<file path="config.mk">
export PLATFORM = sky130hd
export DESIGN_NAME = ift_irq_tone
export DESIGN_NICKNAME = d
export VERILOG_FILES = /design/src/rtl/ift_pkg.sv /design/src/rtl/ift_edge_det.sv /design/src/rtl/ift_irq_tone.sv /design/src/rtl/ift_w1c_bank.sv
export SDC_FILE = /design/constraint.sdc
export NUM_CORES = 1
export LEC_CHECK = 0
export BUFFER_PORTS_ARGS = -buffer_cell sky130_fd_sc_hd__buf_4
export CAP_MARGIN = 20
export CORE_ASPECT_RATIO = 0.5
export CORE_UTILIZATION = 35
export DETAILED_ROUTE_END_ITERATION = 12
export GPL_TIMING_DRIVEN = 0
export HOLD_SLACK_MARGIN = 0.1
export PLACE_DENSITY_LB_ADDON = 0.05
export SLEW_MARGIN = 5
export SYNTH_ARGS = -nofsm -noshare
export SYNTH_HDL_FRONTEND = slang
export SYNTH_SLANG_ARGS = --single-unit
export TNS_END_PERCENT = 30
</file>
<file path="constraint.sdc">
create_clock -name pclk -period 1.48 [get_ports pclk]
set_input_delay 0.222 -clock pclk [delete_from_list [all_inputs] [get_ports pclk]]
set_output_delay 0.222 -clock pclk [all_outputs]
set_load 0.02 [all_outputs]
</file>
<file path="src/rtl/ift_pkg.sv">
// shared constants for the interrupt flag and tone decode block
package ift_pkg;

  // ==========================================================================
  // bus geometry
  localparam int ADDR_W = 8;
  localparam int DATA_W = 32;
  localparam int REG_W = 8;
  localparam int MISC_W = 3;
  localparam int ALARM_N = 6;
  localparam int TIMER_N = 8;

  // ==========================================================================
  // register indices; byte address is four times the index
  localparam logic [ADDR_W-1:0] IDX_PEND_TIMERS = 8'h12;
  localparam logic [ADDR_W-1:0] IDX_PEND_ALARM_LOOP = 8'h13;
  localparam logic [ADDR_W-1:0] IDX_PEND_MISC = 8'h14;
  localparam logic [ADDR_W-1:0] IDX_MASK_TIMERS = 8'h15;
  localparam logic [ADDR_W-1:0] IDX_MASK_ALARM_LOOP = 8'h16;
  localparam logic [ADDR_W-1:0] IDX_MASK_MISC = 8'h17;
  localparam logic [ADDR_W-1:0] IDX_TONE_KEY = 8'h18;
  localparam logic [ADDR_W-1:0] IDX_INDIRECT_STAT = 8'h1f;

  localparam logic [ADDR_W-1:0] ADDR_PEND_TIMERS = {IDX_PEND_TIMERS[ADDR_W-3:0], 2'b00};
  localparam logic [ADDR_W-1:0] ADDR_PEND_ALARM_LOOP = {IDX_PEND_ALARM_LOOP[ADDR_W-3:0], 2'b00};
  localparam logic [ADDR_W-1:0] ADDR_PEND_MISC = {IDX_PEND_MISC[ADDR_W-3:0], 2'b00};
  localparam logic [ADDR_W-1:0] ADDR_MASK_TIMERS = {IDX_MASK_TIMERS[ADDR_W-3:0], 2'b00};
  localparam logic [ADDR_W-1:0] ADDR_MASK_ALARM_LOOP = {IDX_MASK_ALARM_LOOP[ADDR_W-3:0], 2'b00};
  localparam logic [ADDR_W-1:0] ADDR_MASK_MISC = {IDX_MASK_MISC[ADDR_W-3:0], 2'b00};
  localparam logic [ADDR_W-1:0] ADDR_TONE_KEY = {IDX_TONE_KEY[ADDR_W-3:0], 2'b00};
  localparam logic [ADDR_W-1:0] ADDR_INDIRECT_STAT = {IDX_INDIRECT_STAT[ADDR_W-3:0], 2'b00};

  // ==========================================================================
  // field positions
  localparam int ALARM_LSB = 2;
  localparam int LOOP_BIT = 1;
  localparam int RING_BIT = 0;
  localparam int CALIB_BIT = 2;
  localparam int INDIRECT_BIT = 1;
  localparam int TONE_BIT = 0;
  localparam int KEY_PRESENT_BIT = 4;

  // ==========================================================================
  // values after reset
  localparam logic [REG_W-1:0] RST_PEND = 8'h00;
  localparam logic [REG_W-1:0] RST_MASK = 8'h00;
  localparam logic [MISC_W-1:0] RST_MISC = 3'h0;

  // ==========================================================================
  // key codes reported by the tone detector
  typedef enum logic [3:0] {
    IFT_KEY_D = 4'h0, IFT_KEY_1 = 4'h1, IFT_KEY_2 = 4'h2, IFT_KEY_3 = 4'h3,
    IFT_KEY_4 = 4'h4, IFT_KEY_5 = 4'h5, IFT_KEY_6 = 4'h6, IFT_KEY_7 = 4'h7,
    IFT_KEY_8 = 4'h8, IFT_KEY_9 = 4'h9, IFT_KEY_0 = 4'ha, IFT_KEY_STAR = 4'hb,
    IFT_KEY_HASH = 4'hc, IFT_KEY_A = 4'hd, IFT_KEY_B = 4'he, IFT_KEY_C = 4'hf
  } ift_key_e;

endpackage : ift_pkg

</file>
<file path="src/rtl/ift_edge_det.sv">
// per-bit rise and fall detector for level inputs, armed after first sample
`timescale 1ns/1ps
module ift_edge_det #(
  parameter int W = 3
) (
  input wire logic pclk,
  input wire logic presetn,
  input wire logic ce,
  input wire logic [W-1:0] lvl,
  output logic [W-1:0] rise,
  output logic [W-1:0] fall
);
  import ift_pkg::*;

  logic armed_r;

  // first enabled edge only learns the level, so a high level at reset is no event
  always_ff @(posedge pclk or negedge presetn) begin
    if (!presetn) begin
      armed_r <= 1'b0;
    end else if (ce) begin
      armed_r <= 1'b1;
    end
  end

  genvar i;
  generate
    for (i = 0; i < W; i++) begin : g_bit
      logic prev_r;
      always_ff @(posedge pclk or negedge presetn) begin
        if (!presetn) begin
          prev_r <= 1'b0;
        end else if (ce) begin
          prev_r <= lvl[i];
        end
      end
      assign rise[i] = armed_r & lvl[i] & ~prev_r;
      assign fall[i] = armed_r & ~lvl[i] & prev_r;
    end
  endgenerate

endmodule : ift_edge_det

</file>
<file path="src/rtl/ift_irq_tone.sv">
// interrupt pending flags, masks and tone key status behind an apb slave
//
// Register access over APB was left to the implementer.
`timescale 1ns/1ps
module ift_irq_tone (
  input wire logic pclk,
  input wire logic presetn,
  input wire logic ce,
  input wire logic psel,
  input wire logic penable,
  input wire logic pwrite,
  input wire logic [ift_pkg::ADDR_W-1:0] paddr,
  input wire logic [ift_pkg::DATA_W-1:0] pwdata,
  output logic [ift_pkg::DATA_W-1:0] prdata,
  output logic pready,
  output logic pslverr,
  input wire logic [ift_pkg::TIMER_N-1:0] timer_evt,
  input wire logic [ift_pkg::ALARM_N-1:0] power_alarm_evt,
  input wire logic hook_state,
  input wire logic ring_trip_evt,
  input wire logic calib_running,
  input wire logic indirect_busy,
  input wire logic tone_valid,
  input wire logic [3:0] tone_code,
  output logic irq
);
  import ift_pkg::*;

  // ==========================================================================
  // declarations
  logic [REG_W-1:0] pend_timers;
  logic [REG_W-1:0] pend_alarm_loop;
  logic [MISC_W-1:0] pend_misc;
  logic [REG_W-1:0] mask_timers_r;
  logic [REG_W-1:0] mask_alarm_loop_r;
  logic [MISC_W-1:0] mask_misc_r;
  logic key_present_r;
  ift_key_e key_code_r;
  logic indirect_busy_r;
  logic irq_r;
  logic [DATA_W-1:0] prdata_r;
  logic rd_valid_r;
  logic [DATA_W-1:0] rd_mux;
  logic addr_hit;
  logic access;
  logic wr_acc;
  logic [2:0] lvl_rise;
  logic [2:0] lvl_fall;
  logic loop_evt;
  logic calib_evt;
  logic indirect_evt;
  logic tone_evt;
  logic [REG_W-1:0] set_alarm_loop;
  logic [MISC_W-1:0] set_misc;
  logic [REG_W-1:0] clr_timers;
  logic [REG_W-1:0] clr_alarm_loop;
  logic [MISC_W-1:0] clr_misc;
  logic irq_nxt;

  // ==========================================================================
  // event detection on level inputs: hook, indirect busy, tone valid
  ift_edge_det #(
    .W(3)
  ) u_edge (
    .pclk(pclk),
    .presetn(presetn),
    .ce(ce),
    .lvl({tone_valid, indirect_busy, hook_state}),
    .rise(lvl_rise),
    .fall(lvl_fall)
  );

  assign loop_evt = lvl_rise[0] | lvl_fall[0];
  assign calib_evt = loop_evt & calib_running;
  assign indirect_evt = lvl_fall[1];
  assign tone_evt = lvl_rise[2];

  // ==========================================================================
  // apb slave
  assign access = psel & penable;
  // writes finish at once; reads wait for data captured from the flops
  assign pready = ce & (pwrite | rd_valid_r);
  assign wr_acc = access & pwrite & pready;
  assign pslverr = access & pready & ~addr_hit;
  assign prdata = prdata_r;

  always_comb begin
    rd_mux = '0;
    addr_hit = 1'b1;
    case (paddr)
      ADDR_PEND_TIMERS: rd_mux[REG_W-1:0] = pend_timers;
      ADDR_PEND_ALARM_LOOP: rd_mux[REG_W-1:0] = pend_alarm_loop;
      ADDR_PEND_MISC: rd_mux[MISC_W-1:0] = pend_misc;
      ADDR_MASK_TIMERS: rd_mux[REG_W-1:0] = mask_timers_r;
      ADDR_MASK_ALARM_LOOP: rd_mux[REG_W-1:0] = mask_alarm_loop_r;
      ADDR_MASK_MISC: rd_mux[MISC_W-1:0] = mask_misc_r;
      ADDR_TONE_KEY: begin
        rd_mux[KEY_PRESENT_BIT] = key_present_r;
        rd_mux[3:0] = key_code_r;
      end
      ADDR_INDIRECT_STAT: rd_mux[0] = indirect_busy_r;
      default: addr_hit = 1'b0;
    endcase
  end

  // read data is sampled while the transfer is open, then handed over
  always_ff @(posedge pclk or negedge presetn) begin
    if (!presetn) begin
      prdata_r <= '0;
      rd_valid_r <= 1'b0;
    end else if (ce) begin
      if (psel && !pwrite && !(penable && pready)) begin
        prdata_r <= rd_mux;
        rd_valid_r <= 1'b1;
      end else begin
        rd_valid_r <= 1'b0;
      end
    end
  end

  // ==========================================================================
  // pending flag banks
  assign set_alarm_loop = {power_alarm_evt, loop_evt, ring_trip_evt};
  assign set_misc = {calib_evt, indirect_evt, tone_evt};
  // only ones in the write data clear
  assign clr_timers = (wr_acc && paddr == ADDR_PEND_TIMERS) ? pwdata[REG_W-1:0] : '0;
  assign clr_alarm_loop = (wr_acc && paddr == ADDR_PEND_ALARM_LOOP) ?
                          pwdata[REG_W-1:0] : '0;
  assign clr_misc = (wr_acc && paddr == ADDR_PEND_MISC) ? pwdata[MISC_W-1:0] : '0;

  ift_w1c_bank #(
    .W(REG_W),
    .RST(RST_PEND)
  ) u_pend_timers (
    .pclk(pclk),
    .presetn(presetn),
    .ce(ce),
    .set(timer_evt),
    .clr(clr_timers),
    .pend(pend_timers)
  );

  ift_w1c_bank #(
    .W(REG_W),
    .RST(RST_PEND)
  ) u_pend_alarm_loop (
    .pclk(pclk),
    .presetn(presetn),
    .ce(ce),
    .set(set_alarm_loop),
    .clr(clr_alarm_loop),
    .pend(pend_alarm_loop)
  );

  ift_w1c_bank #(
    .W(MISC_W),
    .RST(RST_MISC)
  ) u_pend_misc (
    .pclk(pclk),
    .presetn(presetn),
    .ce(ce),
    .set(set_misc),
    .clr(clr_misc),
    .pend(pend_misc)
  );

  // ==========================================================================
  // mask registers
  always_ff @(posedge pclk or negedge presetn) begin
    if (!presetn) begin
      mask_timers_r <= RST_MASK;
    end else if (ce && wr_acc && paddr == ADDR_MASK_TIMERS) begin
      mask_timers_r <= pwdata[REG_W-1:0];
    end
  end

  always_ff @(posedge pclk or negedge presetn) begin
    if (!presetn) begin
      mask_alarm_loop_r <= RST_MASK;
    end else if (ce && wr_acc && paddr == ADDR_MASK_ALARM_LOOP) begin
      mask_alarm_loop_r <= pwdata[REG_W-1:0];
    end
  end

  always_ff @(posedge pclk or negedge presetn) begin
    if (!presetn) begin
      mask_misc_r <= RST_MISC;
    end else if (ce && wr_acc && paddr == ADDR_MASK_MISC) begin
      mask_misc_r <= pwdata[MISC_W-1:0];
    end
  end

  // ==========================================================================
  // tone key status and indirect busy mirror
  always_ff @(posedge pclk or negedge presetn) begin
    if (!presetn) begin
      key_present_r <= 1'b0;
      key_code_r <= IFT_KEY_D;
    end else if (ce) begin
      key_present_r <= tone_valid;
      // last decoded key stays readable after the tone ends
      if (tone_valid) begin
        key_code_r <= ift_key_e'(tone_code);
      end
    end
  end

  always_ff @(posedge pclk or negedge presetn) begin
    if (!presetn) begin
      indirect_busy_r <= 1'b0;
    end else if (ce) begin
      indirect_busy_r <= indirect_busy;
    end
  end

  // ==========================================================================
  // interrupt output
  assign irq_nxt = |(pend_timers & mask_timers_r) |
                   |(pend_alarm_loop & mask_alarm_loop_r) |
                   |(pend_misc & mask_misc_r);

  always_ff @(posedge pclk or negedge presetn) begin
    if (!presetn) begin
      irq_r <= 1'b0;
    end else if (ce) begin
      irq_r <= irq_nxt;
    end
  end

  assign irq = irq_r;

  // ==========================================================================
  // assertions
  a_alarm_set: assert property (@(posedge pclk) disable iff (!presetn)
    ce && power_alarm_evt[0] |=> pend_alarm_loop[ALARM_LSB])
    else $error("power alarm 1 event did not set its flag");

  a_alarm_top: assert property (@(posedge pclk) disable iff (!presetn)
    ce && power_alarm_evt[ALARM_N-1] |=> pend_alarm_loop[REG_W-1])
    else $error("power alarm 6 event did not set bit 7");

  a_w1c_clear: assert property (@(posedge pclk) disable iff (!presetn)
    ce && wr_acc && paddr == ADDR_PEND_ALARM_LOOP && pwdata[LOOP_BIT] && !loop_evt
    |=> !pend_alarm_loop[LOOP_BIT])
    else $error("writing one did not clear the loop flag");

  a_set_wins: assert property (@(posedge pclk) disable iff (!presetn)
    ce && wr_acc && paddr == ADDR_PEND_ALARM_LOOP && pwdata[RING_BIT] && ring_trip_evt
    |=> pend_alarm_loop[RING_BIT])
    else $error("ring trip lost against a clear");

  a_zero_keeps: assert property (@(posedge pclk) disable iff (!presetn)
    ce && wr_acc && paddr == ADDR_PEND_TIMERS && !pwdata[REG_W-1] && pend_timers[REG_W-1]
    |=> pend_timers[REG_W-1])
    else $error("writing zero changed a timer flag");

  a_loop_edge: assert property (@(posedge pclk) disable iff (!presetn)
    ce && hook_state && !$past(hook_state) && $past(ce) && $past(ce, 2)
    |=> pend_alarm_loop[LOOP_BIT])
    else $error("hook change did not set the loop flag");

  a_ring_trip: assert property (@(posedge pclk) disable iff (!presetn)
    ce && ring_trip_evt && !wr_acc && !loop_evt && power_alarm_evt == '0
    |=> pend_alarm_loop == ($past(pend_alarm_loop) | {ALARM_N'(0), 2'b01}))
    else $error("ring trip did not set bit 0 alone");

  a_calib_err: assert property (@(posedge pclk) disable iff (!presetn)
    ce && loop_evt && calib_running |=> pend_misc[CALIB_BIT] && pend_alarm_loop[LOOP_BIT])
    else $error("hook change during calibration not flagged");

  a_no_calib: assert property (@(posedge pclk) disable iff (!presetn)
    ce && !calib_running && !pend_misc[CALIB_BIT] && !wr_acc |=> !pend_misc[CALIB_BIT])
    else $error("calibration error set while no calibration ran");

  a_indirect: assert property (@(posedge pclk) disable iff (!presetn)
    ce && indirect_evt |=> pend_misc[INDIRECT_BIT] && !indirect_busy_r)
    else $error("end of indirect access did not set its flag");

  a_tone_set: assert property (@(posedge pclk) disable iff (!presetn)
    ce && tone_evt |=> pend_misc[TONE_BIT] ##0 key_present_r)
    else $error("tone detection did not set its flag");

  a_rsv_zero: assert property (@(posedge pclk) disable iff (!presetn)
    rd_valid_r && (paddr == ADDR_PEND_MISC || paddr == ADDR_MASK_MISC)
    |-> prdata[DATA_W-1:MISC_W] == '0)
    else $error("reserved misc bits read nonzero");

  a_key_rsv: assert property (@(posedge pclk) disable iff (!presetn)
    rd_valid_r && paddr == ADDR_TONE_KEY |-> prdata[DATA_W-1:KEY_PRESENT_BIT+1] == '0)
    else $error("reserved key status bits read nonzero");

  a_mask_write: assert property (@(posedge pclk) disable iff (!presetn)
    ce && wr_acc && paddr == ADDR_MASK_TIMERS |=> mask_timers_r == $past(pwdata[REG_W-1:0]))
    else $error("timer mask write not stored");

  a_irq_enabled: assert property (@(posedge pclk) disable iff (!presetn)
    ce && (pend_alarm_loop & mask_alarm_loop_r) != '0 |=> irq)
    else $error("enabled pending flag did not raise irq");

  a_irq_masked: assert property (@(posedge pclk) disable iff (!presetn)
    ce && mask_timers_r == '0 && mask_alarm_loop_r == '0 && mask_misc_r == '0 |=> !irq)
    else $error("irq raised with all masks clear");

  a_key_valid: assert property (@(posedge pclk) disable iff (!presetn)
    ce |=> key_present_r == $past(tone_valid))
    else $error("key present does not follow the detector");

  a_key_code: assert property (@(posedge pclk) disable iff (!presetn)
    ce && tone_valid |=> key_code_r == $past(tone_code))
    else $error("key code not captured");

  a_alarm_mask: assert property (@(posedge pclk) disable iff (!presetn)
    ce && wr_acc && paddr == ADDR_MASK_ALARM_LOOP |=> mask_alarm_loop_r == $past(pwdata[REG_W-1:0]))
    else $error("alarm and loop mask write not stored");

  a_misc_mask: assert property (@(posedge pclk) disable iff (!presetn)
    ce && wr_acc && paddr == ADDR_MASK_MISC |=> mask_misc_r == $past(pwdata[MISC_W-1:0]))
    else $error("misc mask write not stored");

  a_busy_mirror: assert property (@(posedge pclk) disable iff (!presetn)
    ce |=> indirect_busy_r == $past(indirect_busy))
    else $error("indirect busy status does not follow its input");

  a_freeze_flags: assert property (@(posedge pclk) disable iff (!presetn)
    !ce |=> pend_alarm_loop == $past(pend_alarm_loop) && irq == $past(irq))
    else $error("state changed while the clock enable was low");

endmodule : ift_irq_tone

</file>
<file path="src/rtl/ift_w1c_bank.sv">
// bank of sticky pending flags, set by events and cleared by writing one
`timescale 1ns/1ps
module ift_w1c_bank #(
  parameter int W = 8,
  parameter logic [W-1:0] RST = '0
) (
  input wire logic pclk,
  input wire logic presetn,
  input wire logic ce,
  input wire logic [W-1:0] set,
  input wire logic [W-1:0] clr,
  output logic [W-1:0] pend
);
  import ift_pkg::*;

  genvar i;
  generate
    for (i = 0; i < W; i++) begin : g_flag
      // set beats a clear landing in the same cycle; a zero write leaves the flag
      always_ff @(posedge pclk or negedge presetn) begin
        if (!presetn) begin
          pend[i] <= RST[i];
        end else if (ce) begin
          if (set[i]) begin
            pend[i] <= 1'b1;
          end else if (clr[i]) begin
            pend[i] <= 1'b0;
          end
        end
      end
    end
  endgenerate

endmodule : ift_w1c_bank
</file>
==> run summary <==
GRT Residual Overflow: 0
Worst VDD drop: 0.479 mV
Routed WL per cell: 19.1 µm
via count: 2518
Crit Path Class: in -> reg
min-delay worst type: in -> reg
Final Cell Area: 0.00402 mm²
Seq/Total Area, Yosys: 45.6%
failing checks: setup timing
CTS tree: built
# diodes: 0
vias in the first global route: 2434
pins over their slew limit: 0
io pins: 104
initial DRC count: 180
Top FF cell, synth: dfrtp_1
RSZ-0062 raised after global routing: true
asr flop ratio synth: 100%
largest net degree at the start of global routing: 57
Hold Crit Endpoint: u_pend_alarm_loop.pend[7]
setup ws final: -0.836 ps
worst skew pair latency: 290 ps
syn_area_per_cell: 11.5 µm²
Crit path arrival time: 1650 ps
Layout Nets: 426
GRT Total Usage: 20.5%
maximum fanout along the worst path: 10
status: complete, but fails checks
DRC violations left: 0
reg2reg start: rd_valid_r
Worst setup SP type: input pin
Worst R2R Path Depth: 3
Tmin final: 1480 ps
FMAX: 0.675 GHz
WL final: 8960 µm
vias per std cell: 5.37
Root Driver: clkbuf_16
Cell Area, Synth: 0.00307 mm²
Cell variety after synth: 57
Area contributors post-synth: dfrtp_1 (46%), a22o_1 (7.1%), buf_4 (6.1%), mux2_2 (4.0%), mux2_4 (3.9%)
Worst Tran Pin Value: 718 ps
# clock sinks: 56
antenna violations before repair: 0
final setup fails: 1
final core utilization: 48.7%
Starting Density: 37.2%
Syn-to-layout area delta: 30.9%
GP Congestion: 0.819
Critical R2R Capture: prdata[1]
Ys Warns: 0
Hold Path Stages: 2
die width: 135 µm
max-cap viol count: 0
number of enable flip-flop cells after synthesis: 0
Placeable Area: 0.00826 mm²
Synth Register Bits: 56
Max clock buf depth: 2
first-pass GRT wire length: 13800 µm
r2r setup slk: 10 ps
Mapped Cells: 268
die area: 0.00918 mm²
Worst Skew: 7.29 ps
Chip Height: 68.3 µm
clock slew seen by the registers of the worst setup and hold paths: 70 ps
Post-DP Area: 0.00369 mm²
filler cell count: 790
origin of the worst min-delay path: power_alarm_evt[5]
Yosys top cell area share: 45.6%
Worst setup EP type: register
cell with the most instances after synthesis: dfrtp_1
Antenna Violating Nets Remaining: 0
Req. time, crit path: 1650 ps
Fin. Hold Viols: 0
leakage power: 1.90 nW
Detailed Place HPWL: 6690 µm
CTS Buf Count: 5
DR pass1 iterations: 5
H-tree Lvls: 2
num rows: 23
port bufs: 52
slew margin rel.: 52.1%
pwr dens: 788 mW/mm²
part of the cycle the worst path needs: 100%
share of post-route cells with drive strength above 1: 38.1%
synth cell count leaders: dfrtp_1 (56), nand2_1 (30), a22o_1 (25), buf_4 (25), mux2_2 (11)
Synth area leader: dfrtp_1
DP Worst Slack: -791 ps
through the flow:
stage                     power (W)  hold slack [ps]  TNS (ps)  instances
after floorplan             0.00186            -73.6     -1250        291
after global placement      0.00205              312    -21500        455
after detailed placement    0.00206              328    -21940        455
after CTS                   0.00319              160     -1440        465
after global routing        0.00330              156      -408        469
final                       0.00317              161    -0.836        469
registers in the layout, summed over array words and instances (netlist names), 3 cells and up:
register,flops
prdata,8
mask_alarm_loop_r,8
u_edge.g_bit.prev_r,3
mask_misc_r,3
key_code_r,4
mask_timers_r,8
u_pend_timers.pend,8
u_pend_misc.pend,3
u_pend_alarm_loop.pend,8
layer usage:
layer	up-vias	GRT usage [%]	routed length (µm)
met1	1275	30.5	4280
met2	92	31.9	3910
met5	-	0	0
met4	0	2.81	36
met3	4	3.41	739
li1	1147	-	-
layout make-up:
type / instances / area [µm²] / area share (%)
multi-input cells: 199 / 1580 / 39.3
repair buffers: 59 / 498 / 12.4
clock buffers: 6 / 129 / 3.20
clock inverters: 1 / 5.00 / 0.124
inverters: 3 / 11.3 / 0.280
plain buffers: 33 / 258 / 6.41
flip-flops and latches: 56 / 1400 / 34.8
well taps: 112 / 140 / 3.48
report_power, final:
group | internal [W] | total [W] | leakage, nW | switching, W
Clock | 0.000617 | 0.00111 | 0.0667 | 0.000497
Combinational | 0.000213 | 0.000466 | 1.17 | 0.000254
Sequential | 0.00156 | 0.00159 | 0.660 | 0.0000235
Total | 0.00239 | 0.00317 | 1.90 | 0.000774
cells by family (layout without fill, tap and decap cells):
family,Yosys count,in the layout,share of synthesized area (%)
other cells,1,24,0.122
flops,56,56,45.6
compound gates,68,68,18.0
buf+inv,36,102,7.82
mux,30,30,11.8
xor+xnor,2,2,0.570
simple gates,75,75,16.0
timing repair:
item | in CTS | in global routing
setup buffers | 2 | 4
hold buffers | 1 | 0
hold endpoints to repair | 56 | 0
endpoints found under the setup margin | 41 | 37
gates resized for setup | 9 | 15
pin swaps | 8 | 9
worst max-delay path by stage:
| stage | start | endpoint | slack [ps] |
|---|---|---|---|
| final | ce | u_pend_misc.pend[0] | -0.8 |
| after global routing | paddr[0] | prdata[1] | -80 |
| after CTS | paddr[5] | mask_timers_r[6] | -100 |
| after detailed placement | ce | u_pend_alarm_loop.pend[3] | -790 |
| after global placement | ce | u_pend_alarm_loop.pend[1] | -790 |
| after floorplan | paddr[5] | mask_timers_r[0] | -90 |
layout by cell type, fill, tap and decap left out, types with 2 or more instances in the layout:
cell type   n
buf_4      76
dfrtp_1    56
nand2_1    29
a22o_1     25
conb_1     24
mux2_2     11
mux2_4      8
mux2_1      7
a22oi_1     6
nor2_1      5
nand4_1     5
buf_6       5
nand3_1     5
clkbuf_16   5
buf_12      4
nand2_4     4
nor2b_1     4
a221o_1     4
clkbuf_1    4
o21ai_0     4
mux2i_1     4
a221oi_1    4
inv_1       3
nor3_4      3
o2bb2ai_1   3
o21ai_1     3
nor4_4      2
a32o_1      2
xor2_1      2
nor2_2      2
and3_1      2
a21oi_1     2
o31ai_1     2
a221oi_2    2
worst max-delay path: stages:
cell and delay, ps:
buf_4 80, clkbuf_2 260, nand4_1 350, nor3b_2 370, a21boi_0 140, a41o_1 220
(Power assumes the default switching activity.)
